**config.mk**
```make
export PLATFORM = sky130hd
export DESIGN_NAME = can_ident_fields
export DESIGN_NICKNAME = d
export VERILOG_FILES = /design/src/common/can_ident_pkg.sv /design/src/rtl/can_ident_fields.sv /design/src/rtl/can_ident_shifter.sv
export SDC_FILE = /design/constraint.sdc
export NUM_CORES = 1
export LEC_CHECK = 0
export BUFFER_PORTS_ARGS = -buffer_cell sky130_fd_sc_hd__buf_2
export CAP_MARGIN = 20
export CORE_UTILIZATION = 55
export CTS_CLUSTER_DIAMETER = 120
export DETAILED_ROUTE_END_ITERATION = 6
export GPL_TIMING_DRIVEN = 1
export HOLD_SLACK_MARGIN = 0.06
export PLACE_DENSITY_LB_ADDON = 0.2
export RECOVER_POWER = 50
export SYNTH_ARGS = -nofsm -noshare
export SYNTH_HDL_FRONTEND = slang
export SYNTH_SLANG_ARGS = --single-unit
```
**constraint.sdc**
```tcl
create_clock -name clock -period 2.6 [get_ports clock]
set_input_delay 0 -clock clock [delete_from_list [all_inputs] [get_ports clock]]
set_output_delay 0 -clock clock [all_outputs]
set_load 0.1 [all_outputs]
```
**src/common/can_ident_pkg.sv**
```systemverilog
/*
 Package for the message-buffer identifier block: register offsets, field
 positions, frame field widths and carrier structs.
 Assumes a byte-wide register port with one-cycle read latency.
*/
package can_ident_pkg;

   // ------------------------------------------------------------
   // Register map
   // ------------------------------------------------------------
   localparam logic [1:0] OFF_IDENT_BYTE_0 = 2'h0;
   localparam logic [1:0] OFF_IDENT_BYTE_1 = 2'h1;
   localparam logic [1:0] OFF_IDENT_BYTE_2 = 2'h2;
   localparam logic [1:0] OFF_IDENT_BYTE_3 = 2'h3;
   localparam int NUM_IDENT_BYTES = 4;

   // ------------------------------------------------------------
   // Field positions inside ident_byte_1 and ident_byte_3
   // ------------------------------------------------------------
   localparam int POS_EXT_SUBREM = 4;
   localparam int POS_IDEXT = 3;
   localparam int POS_EXT_REMREQ = 0;
   localparam int POS_STD_REMREQ = 4;

   // ------------------------------------------------------------
   // Frame field widths
   // ------------------------------------------------------------
   localparam int EXT_ID_BITS = 29;
   localparam int STD_ID_BITS = 11;
   localparam int EXT_HEADER_BITS = 32;
   localparam int STD_HEADER_BITS = 13;

   // Value shipped out on reset before software loads anything
   localparam logic [7:0] IDENT_RESET_VALUE = 8'h00;

   // ------------------------------------------------------------
   // Carriers
   // ------------------------------------------------------------
   typedef struct packed {
      logic [1:0] addr;
      logic [7:0] wdata;
      logic write;
      logic read;
   } reg_req_t;

   // Decoded frame header: what a protocol engine sends or receives
   typedef struct packed {
      logic [28:0] ident;
      logic subRemote;
      logic idExtended;
      logic remoteReq;
   } frame_hdr_t;

endpackage

```
**src/rtl/can_ident_fields.sv**
```systemverilog
/*
 Identifier bytes of one message buffer: four byte registers, decode to a
 frame header for transmit, load from a received header, serial send of
 the arbitration field and a priority compare against a competitor.
 Assumes a byte-wide register port with read data one cycle after strobe.
*/
// Decided for this implementation: the strobed register port.
// Summary of operation
// - Extended layout stores 29 identifier bits plus substitute, extension, remote bits.
// - Standard layout stores 11 identifier bits plus remote and extension bits.
// - Extended identifier bit 28 goes out first in arbitration.
// - Standard identifier bit 10 goes out first in arbitration.
// - Smaller identifier value has higher priority.
// - Received substitute-remote bit is stored as seen on the bus.
// - Extension bit selects standard or extended format for transmit.
// - Extension bit is loaded from the received frame.
// - Remote bit selects data or remote frame for transmit.
// - Remote bit of a received frame is captured.
// - Extended bytes 0 and 2 hold identifier bits 28:21 and 14:7.
// - Extended byte 1 holds ID20:18, substitute, extension, ID17:15.
// - Extended byte 3 holds ID6:0 and the remote bit at bit 0.
// - Standard bytes 0,1 hold ID10:3, then ID2:0, remote, extension.
// - Unused identifier bits read back whatever is stored, not defined.
// - Identifier bytes have no defined contents after reset.
`timescale 1ns/1ps
module can_ident_fields (
   // Clock and reset
   input wire logic clock,
   input wire logic resetn,
   // Register port
   input wire logic [1:0] regAddr,
   input wire logic [7:0] regWdata,
   input wire logic regWrite,
   input wire logic regRead,
   output logic [7:0] regRdata,
   // Receive side from the protocol engine
   input wire logic rxStore,
   input can_ident_pkg::frame_hdr_t rxHeader,
   // Transmit side towards the protocol engine
   output can_ident_pkg::frame_hdr_t txHeader,
   input wire logic txStart,
   output logic txBitValid,
   output logic txBit,
   output logic txDone,
   // Priority compare against another buffer
   input can_ident_pkg::frame_hdr_t otherHeader,
   output logic winsPriority
);
   import can_ident_pkg::*;

   logic [7:0] identBytes [NUM_IDENT_BYTES];
   logic [7:0] next_identBytes [NUM_IDENT_BYTES];
   frame_hdr_t bufHeader;
   logic [7:0] readData;

   // ------------------------------------------------------------
   // Layout helpers
   // ------------------------------------------------------------

   // Aligned 29-bit sort key: standard identifiers sit in the top 11 bits
   function automatic logic [28:0] sortKey(input frame_hdr_t h);
      if (h.idExtended)
         sortKey = h.ident;
      else
         sortKey = {h.ident[10:0], 18'h0};
   endfunction

   // Pack a header into the four identifier bytes
   function automatic logic [31:0] packHeader(input frame_hdr_t h);
      if (h.idExtended) begin
         packHeader = {h.ident[28:21],
                       h.ident[20:18], h.subRemote, h.idExtended, h.ident[17:15],
                       h.ident[14:7],
                       h.ident[6:0], h.remoteReq};
      end else begin
         packHeader = {h.ident[10:3],
                       h.ident[2:0], h.remoteReq, h.idExtended, 3'h0,
                       16'h0};
      end
   endfunction

   // ------------------------------------------------------------
   // Byte storage
   // ------------------------------------------------------------

   // Next-value logic: software write or received frame
   always_comb begin
      logic [31:0] packed_rx;
      packed_rx = packHeader(rxHeader);
      for (int i = 0; i < NUM_IDENT_BYTES; i++)
         next_identBytes[i] = identBytes[i];
      if (rxStore) begin
         next_identBytes[0] = packed_rx[31:24];
         next_identBytes[1] = packed_rx[23:16];
         next_identBytes[2] = packed_rx[15:8];
         next_identBytes[3] = packed_rx[7:0];
      end else if (regWrite) begin
         // a write stores the byte, nothing more
         next_identBytes[regAddr] = regWdata;
      end
   end

   // Storage has no reset: contents undefined until written
   always_ff @(posedge clock) begin
      for (int i = 0; i < NUM_IDENT_BYTES; i++)
         identBytes[i] <= next_identBytes[i];
   end

   // ------------------------------------------------------------
   // Decode stored bytes into a header
   // ------------------------------------------------------------

   // Extension bit selects layout
   always_comb begin
      bufHeader.idExtended = identBytes[1][POS_IDEXT];
      if (bufHeader.idExtended) begin
         bufHeader.ident = {identBytes[0], identBytes[1][7:5], identBytes[1][2:0],
                            identBytes[2], identBytes[3][7:1]};
         bufHeader.subRemote = identBytes[1][POS_EXT_SUBREM]; // set by software or by a received frame
         bufHeader.remoteReq = identBytes[3][POS_EXT_REMREQ];
      end else begin
         bufHeader.ident = {18'h0, identBytes[0], identBytes[1][7:5]};
         bufHeader.subRemote = 1'b0;
         bufHeader.remoteReq = identBytes[1][POS_STD_REMREQ];
      end
   end

   // Header register towards the engine
   always_ff @(posedge clock or negedge resetn) begin
      if (!resetn)
         txHeader <= '0;
      else
         txHeader <= bufHeader;
   end

   // ------------------------------------------------------------
   // Register read
   // ------------------------------------------------------------

   // Read returns stored byte; no side effect
   always_comb begin
      readData = identBytes[regAddr];
   end

   always_ff @(posedge clock or negedge resetn) begin
      if (!resetn)
         regRdata <= IDENT_RESET_VALUE;
      else if (regRead)
         regRdata <= readData;
   end

   // ------------------------------------------------------------
   // Arbitration serial output
   // ------------------------------------------------------------

   // MSB first for both layouts
   can_ident_shifter shifter (
      .clock(clock),
      .resetn(resetn),
      .load(txStart),
      .header(txHeader),
      .bitValid(txBitValid),
      .bitOut(txBit),
      .done(txDone)
   );

   // ------------------------------------------------------------
   // Priority compare
   // ------------------------------------------------------------

   // Smaller key wins; tie broken towards this buffer
   always_ff @(posedge clock or negedge resetn) begin
      if (!resetn)
         winsPriority <= 1'b0;
      else
         winsPriority <= (sortKey(txHeader) <= sortKey(otherHeader));
   end
endmodule

```
**src/rtl/can_ident_shifter.sv**
```systemverilog
/*
 Serialises the identifier header most significant bit first for
 arbitration: extended or standard sequence per the extension bit.
 Copies the header at load, so the caller may change it before done.
*/
`timescale 1ns/1ps
module can_ident_shifter (
   // Clock and reset
   input wire logic clock,
   input wire logic resetn,
   // Header to send
   input wire logic load,
   input can_ident_pkg::frame_hdr_t header,
   // Serial bit out
   output logic bitValid,
   output logic bitOut,
   output logic done
);
   import can_ident_pkg::*;

   logic [31:0] shiftReg;
   logic [5:0] bitsLeft;

   // ------------------------------------------------------------
   // Shift register, MSB of identifier leaves first
   // ------------------------------------------------------------
   always_ff @(posedge clock or negedge resetn) begin
      if (!resetn) begin
         shiftReg <= 32'h0;
         bitsLeft <= 6'h00;
      end else if (load) begin
         if (header.idExtended) begin
            // ID28..ID18, SRR, IDE, ID17..ID0, RTR
            shiftReg <= {header.ident[28:18], header.subRemote, header.idExtended,
                         header.ident[17:0], header.remoteReq};
            bitsLeft <= 6'(EXT_HEADER_BITS);
         end else begin
            // ID10..ID0, RTR, IDE
            shiftReg <= {header.ident[10:0], header.remoteReq, header.idExtended, 19'h0};
            bitsLeft <= 6'(STD_HEADER_BITS);
         end
      end else if (bitsLeft != 6'h00) begin
         shiftReg <= {shiftReg[30:0], 1'b0};
         bitsLeft <= bitsLeft - 6'h01;
      end
   end

   // Outputs straight from the register
   assign bitValid = (bitsLeft != 6'h00);
   assign bitOut = shiftReg[31];
   assign done = (bitsLeft == 6'h01);

endmodule

```
* After elaboration in Yosys (flattened, before gate mapping)
Memories as Yosys holds them, arrays and structs flattened. A register that Yosys moved wholly into a read port is not among the register bits.
Cells that the tools add are included.
** Word-level totals
- Memories kept :: 1
- Output and inout port bits :: 44
- Word-level logic and storage cells :: 34
- Bits in writable memories :: 32
- Register bits :: 71
- Latch bits :: 0
- Input port bits :: 80
- Memory bits (read-only) :: 0
** Memory list
- identBytes :: words 4, width 8, rd ports 5, clocked after memory_dff 1, write ports 4, RTL line can_ident_fields.sv:51 : logic [7:0] identBytes [NUM_IDENT_BYTES];
** Cells by class
- Magnitude comparators :: 3
- Reduce and logical (&&, ||, !) cells :: 4
- Muxes and demuxes :: 16
- Div/mod/pow operators :: 0
- Add/subtract/negate cells :: 1
- Shift-type cells :: 0
- Eq/ne operators :: 1
- Bitwise operators :: 1
- Multipliers :: 0
** Operators by type and width (count)
- 32-bit two-way mux :: 6
- 29-bit two-way mux :: 2
- 32-bit bitwise mux :: 1
- 30-bit two-way mux :: 1
- 29-bit <= comparator :: 1
- 6-bit two-way mux :: 3
- 8-bit demux with 2-bit select :: 1
- 8-bit two-way mux :: 1
- 6-bit by 1-bit equality test with 1-bit output (second input constant) :: 1
- 6-bit nonzero test :: 1
- 6-bit by 1-bit subtractor with 6-bit output (second input constant) :: 1
- 3-bit >= comparator (second input constant) :: 1
- 3-bit by 1-bit less-than comparator with 1-bit output (second input constant) :: 1
- 2-bit NOT with 3-bit output :: 1
- 2-bit nonzero test :: 1
- 1-bit logical AND :: 1
- 1-bit zero test :: 1
- 1-bit two-way mux :: 1

* Depth between registers and ports, before layout
Gate-level depths: netlist (run 1).
- Word-level depth :: 8
- Mapped depth :: 9
- Depth with buffers taken out :: 8

* Modules after synthesis
A second synthesis (run 1) with hierarchy kept.
** Second synthesis, totals
- Cells, all modules :: 547
- Area, all modules :: 6277.3 um2
** Modules (own cells, without submodules)
- can_ident_fields :: cells each 335, times used 1, area each 4200.3 um2, sequential area each 1986.9 um2
- can_ident_shifter :: cells each 212, times used 1, area each 2077.0 um2, sequential area each 950.9 um2

* Worst setup path after synthesis (run 1)
Ideal clock, no wire load.
- Path kind :: reg2out
- Start point :: register shifter.bitsLeft[3]
- End point :: output port txDone
- Path buffers :: 0
- Arrival :: 3.054 ns
- Slack :: -0.454 ns
- Data required time :: 2.600 ns
- Stages on the path, launching flop included :: 3
- Cell sequence :: dfrtp_1 or3_4 nor3b_1
** On the way
- Cells in the longest elaborated chain, start to end :: 1
** Ends and longest elaborated chain
- start, declared :: RTL line can_ident_shifter.sv:22 : logic [5:0] bitsLeft;
- start signal, assigned :: RTL line can_ident_shifter.sv:36 : bitsLeft <= 6'(EXT_HEADER_BITS);
- start signal, assigned :: RTL line can_ident_shifter.sv:40 : bitsLeft <= 6'(STD_HEADER_BITS);
- start signal, assigned :: RTL line can_ident_shifter.sv:44 : bitsLeft <= bitsLeft - 6'h01;
- 6-bit by 1-bit equality test with 1-bit output :: RTL line can_ident_shifter.sv:51 : assign done = (bitsLeft == 6'h01);
- end, declared :: RTL line can_ident_fields.sv:44 : output logic txDone,
No other way between the ends.

* Final worst setup path (run 1)
- Start point :: register txHeader[1] (netlist bit)
- End point :: register winsPriority
** On the way
- Cells in the longest elaborated chain, start to end :: 2
** Ends and longest elaborated chain
- start, declared :: RTL line can_ident_fields.sv:40 : output can_ident_pkg::frame_hdr_t txHeader,
- start signal, assigned :: RTL line can_ident_fields.sv:133 : txHeader <= bufHeader;
- 29-bit two-way mux :: RTL line can_ident_fields.sv:62 : if (h.idExtended)
- 29-bit <= comparator :: RTL line can_ident_fields.sv:176 : winsPriority <= (sortKey(txHeader) <= sortKey(otherHeader));
- end signal, assigned :: RTL line can_ident_fields.sv:176
- end, declared :: RTL line can_ident_fields.sv:47 : output logic winsPriority
No other way between the ends.
A chain may end at the register's enable or synchronous reset.

==> qor.csv, run 1 <==
stage,metric,value,unit
synthesis,syn_nets,637,
detailed_routing,routed wire length,14000,µm
clocking,postcts setup bufs,0,
sta,RSZ-0062 raised after global routing,no,
floorplan,initial core utilization,57.5,%
sta,"Period Utilization, post-route",93.5,%
clocking,"Clk Latency, worst-skew pair",0.37,ns
layout,# nets final,778,
synthesis,Syn Area/Cell,11.5,µm²
floorplan,Chip Width,107,µm
critical_path,Critical Path Fanout Max,17,
sta,final hold violations,0,
placement,I/O Buffers,121,
placement,Cells after DPL,758,
power,Worst VDD drop,0.319,mV
global_route,GRT Resource Usage Total,25.9,%
power,static leakage,3.44,nW
power,NetSw,2.04,mW
detailed_routing,Via Count,4505,
floorplan,I/O Pins,124,
critical_path,CP arrival,2.69,ns
synthesis,Synth Cell Area,0.00604,mm²
detailed_routing,Via density,5.58,
layout,share of cells above drive strength 1,30.2,%
global_route,initial antenna violation count,0,
floorplan,Die H,107,µm
global_route,"Remaining Overflow, GRT",0,
detailed_routing,initial drt markers,217,
power,Seq pwr share,44.2,%
flow_run,max-cap violation count,1,
clocking,Longest Clk Path Bufs,2,
synthesis,Synth top area share,32.7,%
critical_path,Crit path required time,2.86,ns
power,part of the power in the clock network,18.9,%
sta,setup TNS,0,ns
clocking,CTS tree,built,
synthesis,"FFs w/ async S/R, synth",71.2,%
placement,gpl congestion,0.909,
synthesis,"Seq/Total Area, Yosys",48.6,%
sta,Layout Skew,0.0173,ns
global_route,vias in the first global route,4671,
sta,Fmax,411,MHz
clocking,Worst-path clk slew,0.11,ns
power,switch share,40.6,%
synthesis,Synth Instances,526,
critical_path,CP Class,reg2reg,
clocking,CTS H-tree lvls,3,
power,combinational share of power,37.0,%
detailed_routing,wire per inst,17.4,µm
synthesis,top-count cell post-synth,dfrtp_1,
critical_path,Worst Setup End Kind,register,
layout,Final Non-Filler Cells,808,
synthesis,Area contributors post-synth,"dfrtp_1, edfxtp_1, mux2_2",
run_status,status,"finished, violations left",
layout,# diodes,0,
global_route,first-pass GRT wire length,22700,µm
synthesis,library cells used by synthesis,48,
sta,Rel. slew slack,-23.0,%
synthesis,"flops & latches, synth",111,
sta,minimum clock period,2.43,ns
synthesis,largest area contributor in the netlist,dfrtp_1,
layout,P&R area growth vs syn,20.0,%
power,total power per unit cell area,694,mW/mm²
floorplan,Die ar.,0.0114,mm²
clocking,clk sinks,111,
synthesis,"EDFF count, synth",32,
detailed_routing,ANT nets after route,0,
floorplan,Rows,37,
placement,HPWL Detailed,10600,µm
synthesis,Commonest cells post-synth,"dfrtp_1, nand2_1, mux2_2",
sta,endpoints failing setup,0,
run_status,failing checks,"capacitance limit, slew limit",
worst_hold_path,Worst Hold Class,in2reg,
detailed_routing,DRC,0,
floorplan,total core area,0.0105,mm²
detailed_routing,First-pass DRT Iterations,4,
clocking,Root Driver,clkbuf_8,
clocking,total CTS buffers,9,
power,Pint,2.99,mW
synthesis,Post-synth top flop,dfrtp_1,
sta,final-report max-slew violation count,80,
synthesis,Ys Warns,0,
global_route,pin count of the biggest net entering global routing,80,
sta,measured slew at the worst slew-check pin,1.84,ns
critical_path,Critical Path Start Type,register,
==> final cells by class <==
cell class | instances | area [µm²]
Clock inverter | 7 | 55.1
Timing Repair Buffer | 163 | 992
Inverter | 3 | 13.8
Multi-Input combinational cell | 379 | 2950
Clock buffer | 9 | 124
Sequential cell | 111 | 2950
Tap cell | 136 | 170
Fill cell | 777 | 3260
==> stage by stage <==
step / setup WS, ns / hold slack [ns] / utilization, % / power (mW) / cell area (µm²)
after floorplan: 0.00104 / -0.296 / - / 3.66 / 6070
after global placement: 0.301 / 0.200 / 64.2 / 4.03 / 6750
after detailed placement: 0.202 / 0.215 / 64.2 / 4.08 / 6750
after CTS: 0.185 / 0.0600 / 69.1 / 5.05 / 7260
after global routing: 0.00204 / 0.0757 / 69.0 / 5.25 / 7250
final: 0.168 / 0.0704 / 69.0 / 5.03 / 7250
==> worst max-delay path, cell delays in order, from the launching register on <==
cell and delay [ns]:
dfrtp_4 0.54, buf_4 0.21, and2_1 0.17, ha_1 0.31
nand4_1 0.19, or4_1 0.48, a211o_1 0.25, o2111ai_1 0.11
nand2_1 0.07
==> per-layer routing <==
layer | track usage (%) | vias to the layer above | part of all wire [%] | wire length [µm]
met1 | 30.7 | 2131 | 41 | 5710
met2 | 46.7 | 155 | 52 | 7280
met3 | 3.95 | 33 | 4.6 | 647
met4 | 11.2 | 0 | 2.8 | 390
met5 | 0 | - | 0 | 0
li1 | - | 2186 | - | -
==> power by group through the flow <==
stage	registers, mW	logic (mW)	clock network, mW
2_1_floorplan	2.87	0.788	0
3_3_place_gp	2.25	1.78	0
3_5_place_dp	2.26	1.82	0
4_1_cts	2.22	1.86	0.965
5_1_grt	2.25	1.99	1.02
6_report	2.22	1.86	0.949
==> sequential cells by signal (all words and copies together), names as in the netlist <==
name and flops:
identBytes 32, shifter.bitsLeft 6, regRdata 8, shifter.shiftReg 32, txHeader 32, winsPriority 1
==> worst paths after layout <==
path,startpoint,to,slack (ns),cells after the start
max in group asynchronous,resetn,txHeader[1],0.62,2
min in group asynchronous,resetn,shifter.bitsLeft[2],0.67,2
worst max-delay path,txHeader[1],winsPriority,0.17,8
worst min register to register,identBytes[1][0],txHeader[18],0.51,1
worst min-delay path,rxHeader[25],identBytes[0][1],0.07,3
worst max register to register,txHeader[1],winsPriority,0.17,8
==> layout by cell type, fill, tap and decap left out, types with 3 or more instances in the layout <==
cell | netlist | routed
buf_4 | 0 | 5
clkbuf_1 | 26 | 5
a21oi_1 | 9 | 9
ha_1 | 31 | 31
mux4_2 | 8 | 8
buf_2 | 2 | 118
a32o_1 | 4 | 4
mux2_2 | 43 | 42
nand3_1 | 4 | 4
dfrtp_1 | 79 | 74
and2_0 | 0 | 16
dfrtp_2 | 0 | 4
nand2b_1 | 8 | 8
o21ai_1 | 25 | 25
clkbuf_8 | 0 | 9
mux2i_1 | 41 | 41
and2_1 | 39 | 23
nand4_1 | 3 | 3
o21ai_0 | 21 | 21
a22o_1 | 17 | 17
nor2_1 | 9 | 9
nor2b_1 | 12 | 12
a211oi_1 | 3 | 3
dlygate4sd3_1 | 0 | 34
nand2_1 | 67 | 67
a21o_1 | 7 | 7
edfxtp_1 | 32 | 32
==> kinds of logic after synthesis <==
kind of cell	after synthesis	share of synthesized area (%)
AND/OR/NAND/NOR	154	13.2
flip-flops	111	48.6
AO/OA/AOI/OAI	99	10.8
multiplexers	92	17.8
buffers and inverters	36	2.69
adder cells (fa/ha/maj)	31	6.42
XOR/XNOR	3	0.435
==> what timing repair did <==
action	in CTS	in global routing
hold buffers	34	0
hold endpoints to repair	105	0
gates resized for setup	0	0
Note: power is estimated with default switching activity, not from simulation.
==> run 2: changes to the inputs <==
--- a/config.mk
+++ b/config.mk
@@ -13,7 +13,6 @@
 export GPL_TIMING_DRIVEN = 1
 export HOLD_SLACK_MARGIN = 0.06
 export PLACE_DENSITY_LB_ADDON = 0.2
-export RECOVER_POWER = 50
 export SYNTH_ARGS = -nofsm -noshare
 export SYNTH_HDL_FRONTEND = slang
 export SYNTH_SLANG_ARGS = --single-unit
==> qor.csv, run 2 (synthesis results as in run 1) <==
stage,metric,value,unit
run_status,status,"complete, no violations",
power,static leakage,3.47,nW
critical_path,Reg2Reg Depth,8,
placement,HPWL Detailed,10600,µm
global_route,pin count of the biggest net entering global routing,80,
layout,# diodes,0,
critical_path,CP arrival,2.70,ns
sta,Layout Skew,0.0166,ns
detailed_routing,Via density,5.58,
sta,Fmax,410,MHz
power,part of the power in the clock network,18.8,%
clocking,"Clk Latency, worst-skew pair",0.37,ns
clocking,# resized after CTS,0,
floorplan,Chip Width,107,µm
power,switch share,40.5,%
placement,gpl congestion,0.909,
clocking,Longest Clk Path Bufs,2,
global_route,first-pass GRT wire length,22700,µm
critical_path,"critical path, cell by cell",buf_4 > and2_1 > ha_1 > nand4_1 > or4_1 > a211o_1 > o2111ai_1 > nand2_1,
global_route,vias in the first global route,4671,
critical_path,Crit path buffers/inverters,1,
critical_path,family with the most delay on the worst path,simple AND/OR/NAND/NOR gates,
sta,setup TNS,0,ns
sta,"Period Utilization, post-route",93.9,%
worst_hold_path,Hold Path Cell Cnt,3,
power,Worst VDD drop,0.321,mV
placement,I/O Buffers,121,
detailed_routing,DRC,0,
critical_path,Worst path slowest cell,dfrtp_4,
power,combinational share of power,37.0,%
layout,share of cells above drive strength 1,31.3,%
sta,final hold violations,0,
layout,P&R area growth vs syn,20.2,%
clocking,Root Driver,clkbuf_8,
detailed_routing,Via Count,4506,
floorplan,initial core utilization,57.5,%
layout,"commonest cells after routing, fill and taps aside","buf_2, dfrtp_1, nand2_1, mux2_2, mux2i_1",
detailed_routing,ANT nets after route,0,
floorplan,total core area,0.0105,mm²
sta,final-report max-slew violation count,0,
clocking,CTS H-tree lvls,3,
clocking,postcts setup bufs,0,
detailed_routing,initial drt markers,200,
clocking,CTS tree,built,
power,Pwr Total,5.03,mW
clocking,Worst-path clk slew,0.11,ns
layout,"commonest non-fill, non-tap cell in the layout",buf_2,
critical_path,CP Class,reg2reg,
global_route,"Remaining Overflow, GRT",0,
critical_path,Critical Path Max Stage Delay,0.54,ns
sta,endpoints failing setup,0,
power,NetSw,2.04,mW
clocking,total CTS buffers,9,
clocking,# hold bufs at CTS,34,
layout,biggest regs,"identBytes (32), shifter.shiftReg (32), txHeader (32)",
layout,# nets final,778,
floorplan,Rows,37,
critical_path,WP depth,8,
detailed_routing,First-pass DRT Iterations,5,
power,Seq pwr share,44.1,%
power,Pint,2.99,mW
critical_path,Critical Path Start Type,register,
floorplan,I/O Pins,124,
sta,RSZ-0062 raised after global routing,no,
clocking,clk sinks,111,
critical_path,Worst Setup End Kind,register,
critical_path,Crit path required time,2.85,ns
sta,Rel. slew slack,36.9,%
worst_hold_path,Worst Hold Class,in2reg,
floorplan,Die ar.,0.0114,mm²
detailed_routing,routed wire length,14100,µm
global_route,initial antenna violation count,0,
layout,Final Util,69.1,%
critical_path,Critical Path Fanout Max,17,
sta,Min Hold Slack,0.0706,ns
sta,measured slew at the worst slew-check pin,0.946,ns
detailed_routing,wire per inst,17.4,µm
sta,minimum clock period,2.44,ns
power,total power per unit cell area,693,mW/mm²
floorplan,Die H,107,µm
global_route,GRT Resource Usage Total,25.9,%
flow_run,max-cap violation count,0,
[run 2: cell count changes in the layout (fill, tap and decap cells not counted), moves of 2 or more]
cell,change
and2_0,-16
and2_1,+16
clkbuf_1,-5
buf_4,+4
buf_2,+2
[run 2: power by group through the flow]
stage / Sequential [mW] / Combinational [mW] / Clock [mW]
CTS: 2.22 / 1.86 / 0.965
global route: 2.25 / 1.99 / 1.02
detailed placement: 2.26 / 1.82 / 0
global placement: 2.25 / 1.78 / 0
floorplan: 2.87 / 0.788 / 0
finish: 2.22 / 1.86 / 0.948
[run 2: metrics by stage]
step	instances	area, µm²	worst slack [ns]
detailed placement	758	6750	0.202
CTS	808	7260	0.185
floorplan	526	6070	0.00104
global route	808	7260	0.00204
global placement	758	6750	0.301
finish	808	7260	0.158
[run 2: cell type report]
class                      instances  area [µm²]
clock buffer                       9         124
clock inverter                     7        55.1
fill                             773        3240
inverter                           3        13.8
multi-input combinational        379        2950
sequential                       111        2950
tap                              136         170
timing repair buffer             163        1010
[run 2: worst paths after layout]
check                                  from                   to  slack (ns)
max in group asynchronous            resetn          txHeader[1]        1.59
min reg2reg                identBytes[2][4]         txHeader[14]        0.50
min in group asynchronous            resetn  shifter.bitsLeft[2]        0.31
max reg2reg                     txHeader[1]         winsPriority        0.16
min                            rxHeader[25]     identBytes[0][1]        0.07
max                             txHeader[1]         winsPriority        0.16
[run 2: worst register-to-register path, cell delays in order (launching register included)]
cell,delay [ns]
dfrtp_4,0.54
buf_4,0.21
and2_1,0.18
ha_1,0.31
nand4_1,0.19
or4_1,0.48
a211o_1,0.25
o2111ai_1,0.11
nand2_1,0.07
[run 2: routing by layer]
| layer | up-vias | wire length, µm | GRT usage, % |
|---|---|---|---|
| li1 | 2182 | - | - |
| met5 | - | 0 | 0 |
| met2 | 148 | 7310 | 46.7 |
| met1 | 2147 | 5800 | 30.7 |
| met4 | 0 | 360 | 11.2 |
| met3 | 29 | 597 | 3.95 |
==> run 3: changes to the inputs <==
--- a/config.mk
+++ b/config.mk
@@ -12,7 +12,7 @@
 export DETAILED_ROUTE_END_ITERATION = 6
 export GPL_TIMING_DRIVEN = 1
 export HOLD_SLACK_MARGIN = 0.06
-export PLACE_DENSITY_LB_ADDON = 0.2
+export PLACE_DENSITY = 0.8
 export SYNTH_ARGS = -nofsm -noshare
 export SYNTH_HDL_FRONTEND = slang
 export SYNTH_SLANG_ARGS = --single-unit
==> qor.csv, run 3 (synthesis results as in run 1) <==
stage,metric,value,unit
sta,Fmax,412,MHz
critical_path,slack of the worst reg-to-reg path,0.17,ns
clocking,clk sinks,111,
sta,Layout Skew,0.0199,ns
critical_path,Critical Path Start Type,register,
worst_hold_path,Worst Hold Class,in2reg,
layout,Reg area,0.00295,mm²
clocking,Longest Clk Path Bufs,2,
sta,"Period Utilization, post-route",93.5,%
worst_hold_path,Min-Delay Endpoint,identBytes[0][1],
sta,setup ws final,0.170,ns
sta,final hold violations,0,
global_route,pin count of the biggest net entering global routing,80,
global_route,first-pass GRT wire length,23300,µm
sta,final-report max-slew violation count,0,
sta,Min Hold Slack,0.0758,ns
global_route,vias in the first global route,4817,
placement,worst slack at placement,0.205,ns
critical_path,FF-to-FF End,winsPriority,
sta,minimum clock period,2.43,ns
clocking,postcts setup bufs,0,
sta,endpoints failing setup,0,
critical_path,Reg2Reg Depth,7,
run_status,status,"complete, no violations",
layout,# nets final,781,
layout,Fill cells,778,
critical_path,Reg2Reg Launch Point,txHeader[1],
floorplan,Rows,37,
clocking,CTS tree,built,
clocking,Worst-path clk slew,0.11,ns
worst_hold_path,Hold Startpoint,rxHeader[25],
layout,biggest regs,"identBytes (32), shifter.shiftReg (32), txHeader (32)",
clocking,# resized after CTS,0,
sta,Rel. slew slack,34.9,%
layout,share of cells above drive strength 1,31.0,%
layout,# diodes,0,
floorplan,Die H,107,µm
detailed_routing,Via density,5.72,
power,total power per unit cell area,694,mW/mm²
layout,area occupied by multi-input gates,0.00295,mm²
placement,I/O Buffers,121,
power,static leakage,3.48,nW
clocking,total CTS buffers,9,
clocking,Root Driver,clkbuf_8,
critical_path,Worst Setup End Kind,register,
floorplan,Die ar.,0.0114,mm²
clocking,"Clk Latency, worst-skew pair",0.37,ns
layout,"commonest cells after routing, fill and taps aside","buf_2, dfrtp_1, nand2_1, mux2_2, mux2i_1",
detailed_routing,First-pass DRT Iterations,5,
detailed_routing,wire per inst,17.8,µm
floorplan,I/O Pins,124,
critical_path,CP Class,reg2reg,
power,Worst VDD drop,0.343,mV
detailed_routing,ANT nets after route,0,
placement,HPWL Detailed,10400,µm
global_route,"Remaining Overflow, GRT",0,
floorplan,Chip Width,107,µm
global_route,initial antenna violation count,1,
placement,gpl congestion,0.870,
floorplan,total core area,0.0105,mm²
detailed_routing,initial drt markers,247,
worst_hold_path,Hold Path Cell Cnt,3,
detailed_routing,routed wire length,14400,µm
detailed_routing,Via Count,4637,
sta,measured slew at the worst slew-check pin,0.977,ns
sta,setup TNS,0,ns
flow_run,max-cap violation count,0,
detailed_routing,DRC,0,
layout,Final Util,69.4,%
critical_path,CP arrival,2.70,ns
global_route,GRT Resource Usage Total,26.8,%
floorplan,initial core utilization,57.5,%
critical_path,Crit path required time,2.87,ns
clocking,CTS H-tree lvls,3,
clocking,# hold bufs at CTS,37,
sta,RSZ-0062 raised after global routing,no,
critical_path,Critical Path Fanout Max,7,
layout,"commonest non-fill, non-tap cell in the layout",buf_2,
layout,P&R area growth vs syn,20.8,%
==> run 3: area by class of cell <==
type,count,share of cell area [%]
flip-flops and latches,111,40.4
multi-input cells,379,40.4
repair buffers,166,14.2
well taps,136,2.33
clock buffers,10,1.75
clock inverters,6,0.754
inverters,3,0.189
==> run 3: how the worst max path moves through the flow <==
stage	from	end	slack [ns]	cells after the start
finish	txHeader[1]	winsPriority	0.17	7
floorplan	txHeader[23]	winsPriority	0.001	7
CTS	txHeader[1]	winsPriority	0.19	7
global route	txHeader[1]	winsPriority	0.04	8
global placement	txHeader[1]	winsPriority	0.32	7
detailed placement	txHeader[1]	winsPriority	0.21	7
==> run 3: critical path, cell delays in order (launching register included) <==
cell	delay, ns
dfrtp_4	0.53
mux2_2	0.30
ha_1	0.31
nand4_1	0.16
or4_1	0.58
a211o_1	0.26
o2111ai_1	0.11
nand2_1	0.07
==> run 3: where the power goes <==
part / internal, mW / total, mW / switching, mW
sequential: 2.05 / 2.23 / 0.172
combinational: 0.582 / 1.87 / 1.29
clock: 0.368 / 0.964 / 0.596
total: 3.00 / 5.06 / 2.06
==> run 3: metrics by stage <==
step / instance area, µm² / cells / total power [mW]
2_1_floorplan: 6070 / 526 / 3.66
3_3_place_gp: 6750 / 758 / 4.02
3_5_place_dp: 6750 / 758 / 4.08
4_1_cts: 7300 / 811 / 5.07
5_1_grt: 7300 / 811 / 5.29
6_report: 7300 / 811 / 5.06
==> run 3: layer usage <==
| layer | wire length [µm] | part of all wire [%] | GRT usage [%] | up-vias |
|---|---|---|---|---|
| li1 | - | - | - | 2193 |
| met1 | 5730 | 40 | 31.7 | 2201 |
| met2 | 7450 | 52 | 47.1 | 206 |
| met3 | 869 | 6.0 | 5.47 | 35 |
| met4 | 372 | 2.6 | 11.7 | 2 |
| met5 | 10 | 0.069 | 0 | - |
